===== config.mk =====
export PLATFORM = sky130hd
export DESIGN_NAME = cpm_control_pin_mux
export DESIGN_NICKNAME = d
export VERILOG_FILES = /design/src/cpm_pkg.sv /design/src/cpm_pulse_if.sv /design/src/cpm_control_pin_mux.sv /design/src/cpm_led_stretch.sv
export SDC_FILE = /design/constraint.sdc
export NUM_CORES = 1
export LEC_CHECK = 0
export ABC_CLOCK_PERIOD_IN_PS = 3600
export BUFFER_PORTS_ARGS = -buffer_cell sky130_fd_sc_hd__buf_4
export CORE_ASPECT_RATIO = 1.2
export CORE_UTILIZATION = 53
export DETAILED_ROUTE_END_ITERATION = 6
export GPL_ROUTABILITY_DRIVEN = 0
export PLACE_DENSITY = 0.76
export SLEW_MARGIN = 20
export SYNTH_ARGS = -nofsm -noshare
export SYNTH_HDL_FRONTEND = slang
export SYNTH_HIERARCHICAL = 1
export SYNTH_SLANG_ARGS = --single-unit

===== constraint.sdc =====
create_clock -name sys_clk -period 3.6 [get_ports sys_clk]
set_input_delay 0.18 -clock sys_clk [delete_from_list [all_inputs] [get_ports sys_clk]]
set_output_delay 0.18 -clock sys_clk [all_outputs]
set_load 0.02 [all_outputs]

===== src/cpm_pkg.sv =====
package cpm_pkg;
	localparam int PIN_N      = 5;
	localparam int GPIO_PIN_N = 4;
	localparam int LINE_W     = 8;
	localparam int FUNC_W     = 4;
	localparam int PRESC_W    = 14;
	localparam int LED_CNT_W  = 20;
	localparam int IN_W       = PIN_N + LINE_W;

	// Function codes as stored in configuration memory
	localparam logic [FUNC_W-1:0] FN_DRV_EN   = 4'h0;
	localparam logic [FUNC_W-1:0] FN_POWER    = 4'h1;
	localparam logic [FUNC_W-1:0] FN_SEND_LED = 4'h2;
	localparam logic [FUNC_W-1:0] FN_RECV_LED = 4'h3;
	localparam logic [FUNC_W-1:0] FN_ANYLED = 4'h4;
	localparam logic [FUNC_W-1:0] FN_SLEEP = 4'h5;
	localparam logic [FUNC_W-1:0] FN_CLK_48M = 4'h6;
	localparam logic [FUNC_W-1:0] FN_CLK_24M = 4'h7;
	localparam logic [FUNC_W-1:0] FN_CLK_12M = 4'h8;
	localparam logic [FUNC_W-1:0] FN_CLK_6M  = 4'h9;
	localparam logic [FUNC_W-1:0] FN_GPIO  = 4'ha;
	localparam logic [FUNC_W-1:0] FN_WRSTB = 4'hb;
	localparam logic [FUNC_W-1:0] FN_RDSTB = 4'hc;

	localparam logic [PIN_N-1:0][FUNC_W-1:0] FN_DEFAULT =
		{FN_SLEEP, FN_POWER, FN_DRV_EN, FN_RECV_LED, FN_SEND_LED};

	// Parallel port modes
	localparam logic [1:0] BB_OFF   = 2'h0;
	localparam logic [1:0] BB_ASYNC = 2'h1;
	localparam logic [1:0] BB_SYNC  = 2'h2;

	// Activity LED sources and clock tap positions
	localparam int LED_TX  = 0;
	localparam int LED_RX  = 1;
	localparam int LED_ANY = 2;
	localparam int LED_N   = 3;
	localparam int TAP_48  = 0;
	localparam int TAP_24  = 1;
	localparam int TAP_12  = 2;
	localparam int TAP_6   = 3;
	localparam int TAP_N   = 4;

	localparam int CLK_PERIOD_NS = 20;
	localparam int LED_PULSE_NS  = 10_000_000;
	localparam int LED_PULSE_CYC =
		(LED_PULSE_NS + CLK_PERIOD_NS - 1) / CLK_PERIOD_NS;

	typedef enum logic [1:0] {BB_IDLE, BB_WRITE, BB_READ} cpm_bb_state_e;
endpackage


===== src/cpm_pulse_if.sv =====
`timescale 1ns/1ns
interface cpm_pulse_if;
	logic event_pulse;
	logic led_on;
	modport src (output event_pulse, input led_on);
	modport stretch (input event_pulse, output led_on);
endinterface

===== src/cpm_control_pin_mux.sv =====
`timescale 1ns/1ns
// Functional notes
// - Five control pins, each given one function from configuration.
// - Configuration also selects inversion and drive strength per pin.
// - Transmit-enable function drives the RS485 driver enable.
// - Power enable low once configured, high while suspended.
// - Send LED pulses low on USB transmit activity.
// - Receive LED pulses low on USB receive activity.
// - Combined LED pulses low on either activity.
// - Sleep pin low throughout suspend, high otherwise.
// - Clock outputs of 48, 24, 12 or 6 MHz on any pin.
// - Clock outputs stop during suspend and resume afterwards.
// - GPIO only on pins 0 to 3, each enabled separately.
// - GPIO works alongside normal serial operation.
// - Write and read strobes only on pins 0 to 3, both modes.
// - Bit-bang turns the eight serial lines into a parallel port.
// - Async bit-bang paces output bytes by the prescaler timer.
// - Internal read and write strobes are brought out.
// - Sync bit-bang samples the port only on a write.
// - Defaults: send LED, receive LED, RS485 enable, power, sleep.
// - Input pins pulled up, optionally pulled low in suspend.
module cpm_control_pin_mux #(
	parameter int unsigned LED_PULSE_CYCLES = cpm_pkg::LED_PULSE_CYC
) (
	// Clock and reset
	input  wire logic                         sys_clk,
	input  wire logic                         reset,
	// Configuration memory
	input  wire logic                         cfg_valid,
	input  wire logic                         cfg_blank,
	input  wire logic [cpm_pkg::PIN_N-1:0][cpm_pkg::FUNC_W-1:0] cfg_func,
	input  wire logic [cpm_pkg::PIN_N-1:0]    cfg_pin_invert,
	input  wire logic [cpm_pkg::PIN_N-1:0]    cfg_pin_drive,
	input  wire logic [cpm_pkg::LINE_W-1:0]   cfg_line_invert,
	input  wire logic [cpm_pkg::LINE_W-1:0]   cfg_line_drive,
	input  wire logic                         cfg_suspend_pulldown,
	// USB and UART status
	input  wire logic                         usb_configured,
	input  wire logic                         usb_suspend,
	input  wire logic                         tx_activity,
	input  wire logic                         rx_activity,
	input  wire logic                         rs485_tx_active,
	input  wire logic [cpm_pkg::TAP_N-1:0]    ref_clk_taps,
	// GPIO on control pins
	input  wire logic [cpm_pkg::GPIO_PIN_N-1:0] gpio_out,
	input  wire logic [cpm_pkg::GPIO_PIN_N-1:0] gpio_oe,
	output logic      [cpm_pkg::GPIO_PIN_N-1:0] gpio_in,
	// Parallel port control
	input  wire logic [1:0]                   bb_mode,
	input  wire logic [cpm_pkg::PRESC_W-1:0]  bb_prescale,
	input  wire logic [cpm_pkg::LINE_W-1:0]   bb_dir,
	input  wire logic                         bb_wr_valid,
	input  wire logic [cpm_pkg::LINE_W-1:0]   bb_wr_data,
	output logic                              bb_wr_ack,
	output logic                              bb_rd_valid,
	output logic      [cpm_pkg::LINE_W-1:0]   bb_rd_data,
	// Normal UART drive of the serial lines
	input  wire logic [cpm_pkg::LINE_W-1:0]   uart_out,
	input  wire logic [cpm_pkg::LINE_W-1:0]   uart_oe,
	output logic      [cpm_pkg::LINE_W-1:0]   uart_in,
	// Serial line pins
	input  wire logic [cpm_pkg::LINE_W-1:0]   line_in,
	output logic      [cpm_pkg::LINE_W-1:0]   line_out,
	output logic      [cpm_pkg::LINE_W-1:0]   line_oe,
	output logic      [cpm_pkg::LINE_W-1:0]   line_drive_hi,
	// Control pins
	input  wire logic [cpm_pkg::PIN_N-1:0]    config_ctrl_pins_in,
	output logic      [cpm_pkg::PIN_N-1:0]    config_ctrl_pins_out,
	output logic      [cpm_pkg::PIN_N-1:0]    config_ctrl_pins_oe,
	output logic      [cpm_pkg::PIN_N-1:0]    pin_drive_hi,
	output logic      [cpm_pkg::PIN_N-1:0]    pin_pullup,
	output logic      [cpm_pkg::PIN_N-1:0]    pin_pulldown
);
	localparam int PN = cpm_pkg::PIN_N;
	localparam int LW = cpm_pkg::LINE_W;
	localparam int GN = cpm_pkg::GPIO_PIN_N;

	logic                                 cfg_latched;
	logic [PN-1:0][cpm_pkg::FUNC_W-1:0]   pin_func;
	logic [PN-1:0]                        pin_inv;
	logic [LW-1:0]                        line_inv;
	logic                                 sus_pulldown;
	logic [cpm_pkg::IN_W-1:0]             in_s1;
	logic [cpm_pkg::IN_W-1:0]             in_s2;
	logic [cpm_pkg::IN_W-1:0]             in_s3;
	logic [cpm_pkg::IN_W-1:0]             in_stable;
	logic [cpm_pkg::PRESC_W-1:0]          bb_timer;
	logic                                 bb_tick;
	logic                                 bb_due;
	cpm_pkg::cpm_bb_state_e               bb_state;
	logic [LW-1:0]                        bb_data;
	logic                                 wr_strobe_n;
	logic                                 rd_strobe_n;
	logic                                 bb_take;
	logic                                 bb_poll;
	logic [cpm_pkg::LED_N-1:0]            led_on;
	logic [cpm_pkg::LED_N-1:0]            act_evt;
	logic [PN-1:0]                        gpio_ext_out;
	logic [PN-1:0]                        gpio_ext_oe;
	logic [PN-1:0]                        next_pin_out;
	logic [PN-1:0]                        next_pin_oe;

	always_ff @(posedge sys_clk) begin
		if (reset) begin
			cfg_latched   <= 1'b0;
			pin_func      <= cpm_pkg::FN_DEFAULT;
			pin_inv       <= '0;
			pin_drive_hi  <= '0;
			line_inv      <= '0;
			line_drive_hi <= '0;
			sus_pulldown  <= 1'b0;
		end else if (cfg_valid && !cfg_latched) begin
			cfg_latched   <= 1'b1;
			pin_func      <= cfg_blank ? cpm_pkg::FN_DEFAULT : cfg_func;
			pin_inv       <= cfg_pin_invert;
			pin_drive_hi  <= cfg_pin_drive;
			line_inv      <= cfg_line_invert;
			line_drive_hi <= cfg_line_drive;
			sus_pulldown  <= cfg_suspend_pulldown;
		end
	end

	// Pin inputs: a bit moves only when the second and third stages agree
	always_ff @(posedge sys_clk) begin
		if (reset) begin
			in_s1     <= '0;
			in_s2     <= '0;
			in_s3     <= '0;
			in_stable <= '0;
		end else begin
			in_s1     <= {config_ctrl_pins_in, line_in};
			in_s2     <= in_s1;
			in_s3     <= in_s2;
			in_stable <= (in_s2 & ~(in_s2 ^ in_s3))
				| (in_stable & (in_s2 ^ in_s3));
		end
	end

	// GPIO and UART paths stay independent of each other
	always_ff @(posedge sys_clk) begin
		if (reset) begin
			gpio_in <= '0;
			uart_in <= '0;
		end else begin
			gpio_in <= in_stable[LW +: GN];
			uart_in <= in_stable[LW-1:0] ^ line_inv;
		end
	end

	always_ff @(posedge sys_clk) begin
		if (reset || bb_mode != cpm_pkg::BB_ASYNC) begin
			bb_timer <= '0;
			bb_tick  <= 1'b0;
		end else if (bb_timer == '0) begin
			bb_timer <= bb_prescale;
			bb_tick  <= 1'b1;
		end else begin
			bb_timer <= bb_timer - 1'b1;
			bb_tick  <= 1'b0;
		end
	end

	assign bb_take = bb_state == cpm_bb_idle() && bb_wr_valid
		&& (bb_mode == cpm_pkg::BB_SYNC
		|| (bb_mode == cpm_pkg::BB_ASYNC && bb_due));
	assign bb_poll = bb_state == cpm_bb_idle() && !bb_take
		&& bb_mode == cpm_pkg::BB_ASYNC && bb_due;

	function automatic cpm_pkg::cpm_bb_state_e cpm_bb_idle();
		return cpm_pkg::BB_IDLE;
	endfunction

	// A tick that lands while a transfer is busy is kept, not dropped
	always_ff @(posedge sys_clk) begin
		if (reset || bb_mode != cpm_pkg::BB_ASYNC) begin
			bb_due <= 1'b0;
		end else begin
			bb_due <= bb_tick || (bb_due && !bb_take && !bb_poll);
		end
	end

	// write then read strobe per byte written; an async poll gives the read strobe alone
	// sync mode samples only after a write
	always_ff @(posedge sys_clk) begin
		if (reset) begin
			bb_state    <= cpm_pkg::BB_IDLE;
			bb_data     <= '0;
			bb_wr_ack   <= 1'b0;
			wr_strobe_n <= 1'b1;
			rd_strobe_n <= 1'b1;
			bb_rd_valid <= 1'b0;
			bb_rd_data  <= '0;
		end else begin
			bb_wr_ack   <= 1'b0;
			wr_strobe_n <= 1'b1;
			rd_strobe_n <= 1'b1;
			bb_rd_valid <= 1'b0;
			case (bb_state)
				cpm_pkg::BB_IDLE: begin
					if (bb_take) begin
						bb_data   <= bb_wr_data;
						bb_wr_ack <= 1'b1;
						bb_state  <= cpm_pkg::BB_WRITE;
					end else if (bb_poll) begin
						bb_state <= cpm_pkg::BB_READ;
					end
				end
				cpm_pkg::BB_WRITE: begin
					wr_strobe_n <= 1'b0;
					bb_state    <= cpm_pkg::BB_READ;
				end
				cpm_pkg::BB_READ: begin
					// Sample lags the pins by the input synchroniser
					rd_strobe_n <= 1'b0;
					bb_rd_valid <= 1'b1;
					bb_rd_data  <= in_stable[LW-1:0] ^ line_inv;
					bb_state    <= cpm_pkg::BB_IDLE;
				end
				default: begin
					bb_state <= cpm_pkg::BB_IDLE;
				end
			endcase
		end
	end

	// serial lines become the parallel port
	always_ff @(posedge sys_clk) begin
		if (reset) begin
			line_out <= '0;
			line_oe  <= '0;
		end else if (bb_mode != cpm_pkg::BB_OFF) begin
			line_out <= bb_data ^ line_inv;
			line_oe  <= bb_dir;
		end else begin
			line_out <= uart_out ^ line_inv;
			line_oe  <= uart_oe;
		end
	end

	assign act_evt[cpm_pkg::LED_TX]  = tx_activity;
	assign act_evt[cpm_pkg::LED_RX]  = rx_activity;
	assign act_evt[cpm_pkg::LED_ANY] = tx_activity || rx_activity;

	cpm_pulse_if led_bus[cpm_pkg::LED_N] ();

	for (genvar e = 0; e < cpm_pkg::LED_N; e++) begin : g_led
		assign led_bus[e].event_pulse = act_evt[e];
		assign led_on[e]              = led_bus[e].led_on;
		cpm_led_stretch #(
			.PULSE_CYCLES (LED_PULSE_CYCLES)
		) u_stretch (
			.sys_clk (sys_clk),
			.reset   (reset),
			.pl      (led_bus[e])
		);
	end

	assign gpio_ext_out = {{(PN - GN){1'b0}}, gpio_out};
	assign gpio_ext_oe  = {{(PN - GN){1'b0}}, gpio_oe};

	for (genvar p = 0; p < PN; p++) begin : g_pin
		localparam bit LOW_PIN = p < GN;
		logic lvl;
		logic drv;

		always_comb begin
			lvl = 1'b1;
			drv = 1'b1;
			case (pin_func[p])
				cpm_pkg::FN_DRV_EN: lvl = !rs485_tx_active;
				cpm_pkg::FN_POWER: lvl = !(usb_configured && !usb_suspend);
				cpm_pkg::FN_SEND_LED: lvl = !led_on[cpm_pkg::LED_TX];
				cpm_pkg::FN_RECV_LED: lvl = !led_on[cpm_pkg::LED_RX];
				cpm_pkg::FN_ANYLED: lvl = !led_on[cpm_pkg::LED_ANY];
				cpm_pkg::FN_SLEEP: lvl = !usb_suspend;
				cpm_pkg::FN_CLK_48M:
					lvl = ref_clk_taps[cpm_pkg::TAP_48] && !usb_suspend;
				cpm_pkg::FN_CLK_24M:
					lvl = ref_clk_taps[cpm_pkg::TAP_24] && !usb_suspend;
				cpm_pkg::FN_CLK_12M:
					lvl = ref_clk_taps[cpm_pkg::TAP_12] && !usb_suspend;
				cpm_pkg::FN_CLK_6M:
					lvl = ref_clk_taps[cpm_pkg::TAP_6] && !usb_suspend;
				// GPIO on the low four pins only
				cpm_pkg::FN_GPIO: begin
					lvl = gpio_ext_out[p];
					drv = LOW_PIN && gpio_ext_oe[p];
				end
				// strobes on the low four pins only
				cpm_pkg::FN_WRSTB: begin
					lvl = wr_strobe_n;
					drv = LOW_PIN;
				end
				cpm_pkg::FN_RDSTB: begin
					lvl = rd_strobe_n;
					drv = LOW_PIN;
				end
				default: drv = 1'b0;
			endcase
			// hold off until configuration is latched
			if (!cfg_latched) begin
				drv = 1'b0;
			end
		end

		assign next_pin_out[p] = lvl ^ pin_inv[p];
		assign next_pin_oe[p]  = drv;

	end

	// pull-up on inputs, optional pull-down in suspend
	always_ff @(posedge sys_clk) begin
		if (reset) begin
			config_ctrl_pins_out <= '1;
			config_ctrl_pins_oe  <= '0;
			pin_pullup           <= '1;
			pin_pulldown         <= '0;
		end else begin
			config_ctrl_pins_out <= next_pin_out;
			config_ctrl_pins_oe  <= next_pin_oe;
			pin_pullup   <= ~next_pin_oe & {PN{!(usb_suspend && sus_pulldown)}};
			pin_pulldown <= ~next_pin_oe & {PN{usb_suspend && sus_pulldown}};
		end
	end
endmodule


===== src/cpm_led_stretch.sv =====
`timescale 1ns/1ns
module cpm_led_stretch #(
	parameter int unsigned PULSE_CYCLES = cpm_pkg::LED_PULSE_CYC
) (
	// Clock and reset
	input wire logic         sys_clk,
	input wire logic         reset,
	// Event in, stretched level out
	cpm_pulse_if.stretch     pl
);
	localparam logic [cpm_pkg::LED_CNT_W-1:0] LOAD =
		cpm_pkg::LED_CNT_W'(PULSE_CYCLES - 1);

	logic [cpm_pkg::LED_CNT_W-1:0] remaining;

	always_ff @(posedge sys_clk) begin
		if (reset) begin
			remaining <= '0;
			pl.led_on <= 1'b0;
		end else if (pl.event_pulse) begin
			remaining <= LOAD;
			pl.led_on <= 1'b1;
		end else if (remaining != '0) begin
			remaining <= remaining - 1'b1;
		end else begin
			pl.led_on <= 1'b0;
		end
	end
endmodule


==> results by group <==
Outcome
  • Status: finished, final reports clean

Cells and area
  • Diode count: 0
  • Final-stage net count: between 1,500 and 2,000
  • Layout Cell Area excl Fill: roughly 14,000 µm²
  • Synth-to-Final Area Change: 33.3%
  • Layout cells sized above 1: 19.9%

Placement
  • Area post-placement: about 12,000 µm²
  • # port buffers: approximately 200
  • DP HPWL: about 17 mm

CTS
  • Clock Tree Root: clkbuf_16
  • PostCTS Resize Cnt: 0
  • Clock tree sinks: roughly 250
  • Num CTS Buffers: 25
  • Deepest clock path buffer count: 3
  • Reg clk slew, reported paths: about 0.060 ns
  • H-Tree Depth: 1
  • TritonCTS clock tree: done
  • Worst skew pair latency: 0.53 ns
  • Post CTS Setup Buffer Count: 0

Synth
  • Synth Net Count: 1,320
  • Cell taking the most area after synthesis: dfxtp_1
  • Post-Syn Area: between 10,000 and 15,000 µm²
  • Sequential fraction of the synthesis area: a little under half
  • Post-synth EDFFs: 0
  • Warnings from Yosys: 6
  • Synth Flop Type: dfxtp_1
  • Yosys top cell area share: between 40% and 50%
  • Top-count cell post-synth: dfxtp_1
  • Flops & latches, synth: 245
  • Avg Cell Area, Syn: between 8 and 9 µm²
  • FFs w/ async S/R, synth: 0%
  • Gate Count Post-Synth: roughly 1,200
  • Ranking of synthesized cells by area: dfxtp_1 47%, nand2_1 5.1%, a21oi_1 4.6%
  • Number of distinct library cells after synthesis: between 60 and 70
  • Synth cell count leaders: 245 x dfxtp_1, 142 x nand2_1, 114 x nor2_1, 97 x a21oi_1, 59 x nor2b_1

Global route
  • Initial antenna violation count: 0
  • Pin count of the biggest net entering global routing: 84
  • GRT Overall Usage: 26.6%
  • Met2 usage: roughly 48%
  • Vias in the first global route: approximately 9,100
  • Met1 global-route usage: a little under a third
  • Total grt overflow: 0
  • Most Crowded Layer GR: met2
  • Met3 Use GR: 4.63%
  • First-pass GRT wire length: about 44 mm

Job
  • Max_cap viols: 0

Die
  • I/O pin cnt: ~200
  • Die width: 130 µm
  • Die area: slightly above 20,000 µm²
  • Core ar.: 19,500 µm²
  • Initial Util: 53.8%
  • # rows: 56
  • Die extent in y: between 150 and 200 µm

Worst setup path
  • Critical Path End Type: flip-flop
  • Crit-path max FO: 16
  • RR Endpoint: bb_timer[5]$_SDFF_PP0_
  • FF-to-FF setup slack: 1.12 ns
  • WP buf/inv: 1
  • Crit Path Class: reg2reg
  • Worst setup SP type: flip-flop
  • Worst-path cell chain: or4_4, nor4_4, nand4b_1, buf_4, nor2_1, a211oi_2
  • R2r worst-path depth: 6
  • Worst path max stage delay: between 0.5 and 0.6 ns
  • CP delay by family, top: simple AND/OR/NAND/NOR gates
  • Critical Path Slowest Stage Cell: or4_4
  • Critical path depth in cells: 6
  • Worst EP required: 3.96 ns
  • Reg-to-reg startpoint: bb_timer[8]$_SDFF_PP0_
  • Crit path DAT: around 2.8 ns

Power
  • Lkg Pwr: 5.50 nW
  • Peak supply drop: slightly above 0.4 mV
  • Pwr dens: between 400 and 500 nW/µm²

Drt
  • Total wire length: approximately 28 mm
  • Routed len/inst: 16.4 µm
  • DRC viols: 0
  • 1st-iter DRT viols: 579
  • Drt pass-1 iters: 5
  • Detail Route Antenna Nets: 0
  • Vias post-DR: ~9,700
  • Vias per std cell: ~5.6

STA
  • Max-slew headroom: around 30%
  • Final setup viols: 0
  • Pin slew with the least headroom to its limit: ~1.0 ns
  • Fmax: around 400 MHz
  • Worst Skew: between 0.02 and 0.03 ns
  • Period minus WS final: 2.48 ns
  • Fin Setup TNS: 0 ns
  • Final hold violations: 0
  • Tcrit/Tclk final: ~70%
  • Final Max Slew Viols: 0
  • RSZ-0062 raised after global routing: false

Hold path
  • Hold endpoint: bb_state[1]$_SDFFE_PP0P_
  • Worst Hold Class: in2reg
  • Hold Path Stages: 4
  • Hold Path Origin: bb_wr_valid
==> where the power goes <==
| part | switching, mW | leakage (nW) | total [mW] | internal, mW |
|---|---|---|---|---|
| clock network | 1.09 | 0.456 | 2.87 | 1.78 |
| logic | 0.544 | 3.04 | 1.02 | 0.473 |
| registers | 0.124 | 2.01 | 2.97 | 2.85 |
==> metal layers <==
| layer | vias to the layer above | part of all wire (%) |
|---|---|---|
| li1 | 4714 | - |
| met1 | 4569 | 40 |
| met4 | 0 | 3.7 |
| met3 | 88 | 5.4 |
| met2 | 321 | 51 |
| met5 | - | 0 |
==> sequential cells by signal (all words and copies together), names as in the netlist, 3 cells and up, named ones only <==
name                       flops
bb_data                        8
bb_rd_data                     8
bb_timer                      14
config_ctrl_pins_oe            5
config_ctrl_pins_out           5
g_led.u_stretch/pl.led_on      3
g_led.u_stretch/remaining     60
gpio_in                        4
in_s1                         12
in_s2                         12
in_s3                         12
line_drive_hi                  8
line_inv                       8
line_oe                        8
line_out                       8
pin_drive_hi                   5
pin_func                      20
pin_inv                        5
pin_pulldown                   5
pin_pullup                     5
uart_in                        8
==> worst max-delay path by stage <==
stage                                   startpoint                            endpoint
after floorplan           pin_func[7]$_SDFFE_PP0P_  config_ctrl_pins_out[1]$_SDFF_PP1_
after global placement      bb_timer[8]$_SDFF_PP0_              bb_timer[7]$_SDFF_PP0_
after detailed placement    bb_timer[8]$_SDFF_PP0_              bb_timer[8]$_SDFF_PP0_
after CTS                   bb_timer[8]$_SDFF_PP0_              bb_timer[8]$_SDFF_PP0_
after global routing        bb_timer[8]$_SDFF_PP0_              bb_timer[5]$_SDFF_PP0_
final                       bb_timer[8]$_SDFF_PP0_              bb_timer[5]$_SDFF_PP0_
==> per-stage QoR <==
| stage | hold slack [ns] | power (mW) | instances | util [%] | worst slack (ns) |
|---|---|---|---|---|---|
| 4_1_cts | 0.00545 | 6.88 | 1723 | 71.7 | 1.14 |
| 3_3_place_gp | 0.390 | 3.91 | 1581 | 62.0 | 1.18 |
| 6_report | 0.0220 | 6.86 | 1723 | 71.7 | 1.12 |
| 3_5_place_dp | 0.396 | 3.93 | 1581 | 62.0 | 1.16 |
| 2_1_floorplan | 0.252 | 3.63 | 1183 | - | 1.83 |
| 5_1_grt | 0.0226 | 7.10 | 1723 | 71.7 | 0.949 |
==> logic make-up (layout without fill, tap and decap cells) <==
| family | Yosys count | after routing | share of synthesized area [%] |
|---|---|---|---|
| buf+inv | 94 | 373 | 3.80 |
| flops | 245 | 245 | 46.8 |
| compound gates | 260 | 260 | 16.3 |
| mux | 38 | 38 | 3.63 |
| xor+xnor | 36 | 36 | 3.01 |
| simple gates | 503 | 503 | 25.6 |
| fa+ha+maj | 7 | 7 | 0.836 |
==> layout make-up <==
cell class | count | area (µm²)
multi-input cells | 844 | 5190
inverters | 24 | 90.1
clock buffers | 34 | 729
repair buffers | 303 | 2520
flip-flops and latches | 245 | 4900
fillers | 1434 | 5510
clock inverters | 12 | 203
well taps | 261 | 327
==> cells in the final DEF (no fill, tap or decap), types with 25 or more instances in the layout <==
cell / count
a21oi_1: 97
buf_4: 206
clkbuf_16: 25
dfxtp_1: 245
dlygate4sd3_1: 96
mux2i_1: 38
nand2_1: 142
nor2_1: 114
nor2b_1: 58
nor3_1: 25
o21ai_0: 31
o31ai_1: 27
==> worst register-to-register path: cells and delay by family (launching register included) <==
kind / cells / cell delay [ns]
simple gates: 4 / 1.51
buf+inv: 1 / 0.42
compound gates: 1 / 0.07
flops: 1 / 0.34
==> repair_timing <==
item,4_1_cts,5_1_grt
setup endpoints to repair,0,0
endpoints found under the hold margin,88,0
hold buffers,96,0
Power figures use the tool's default switching activity.
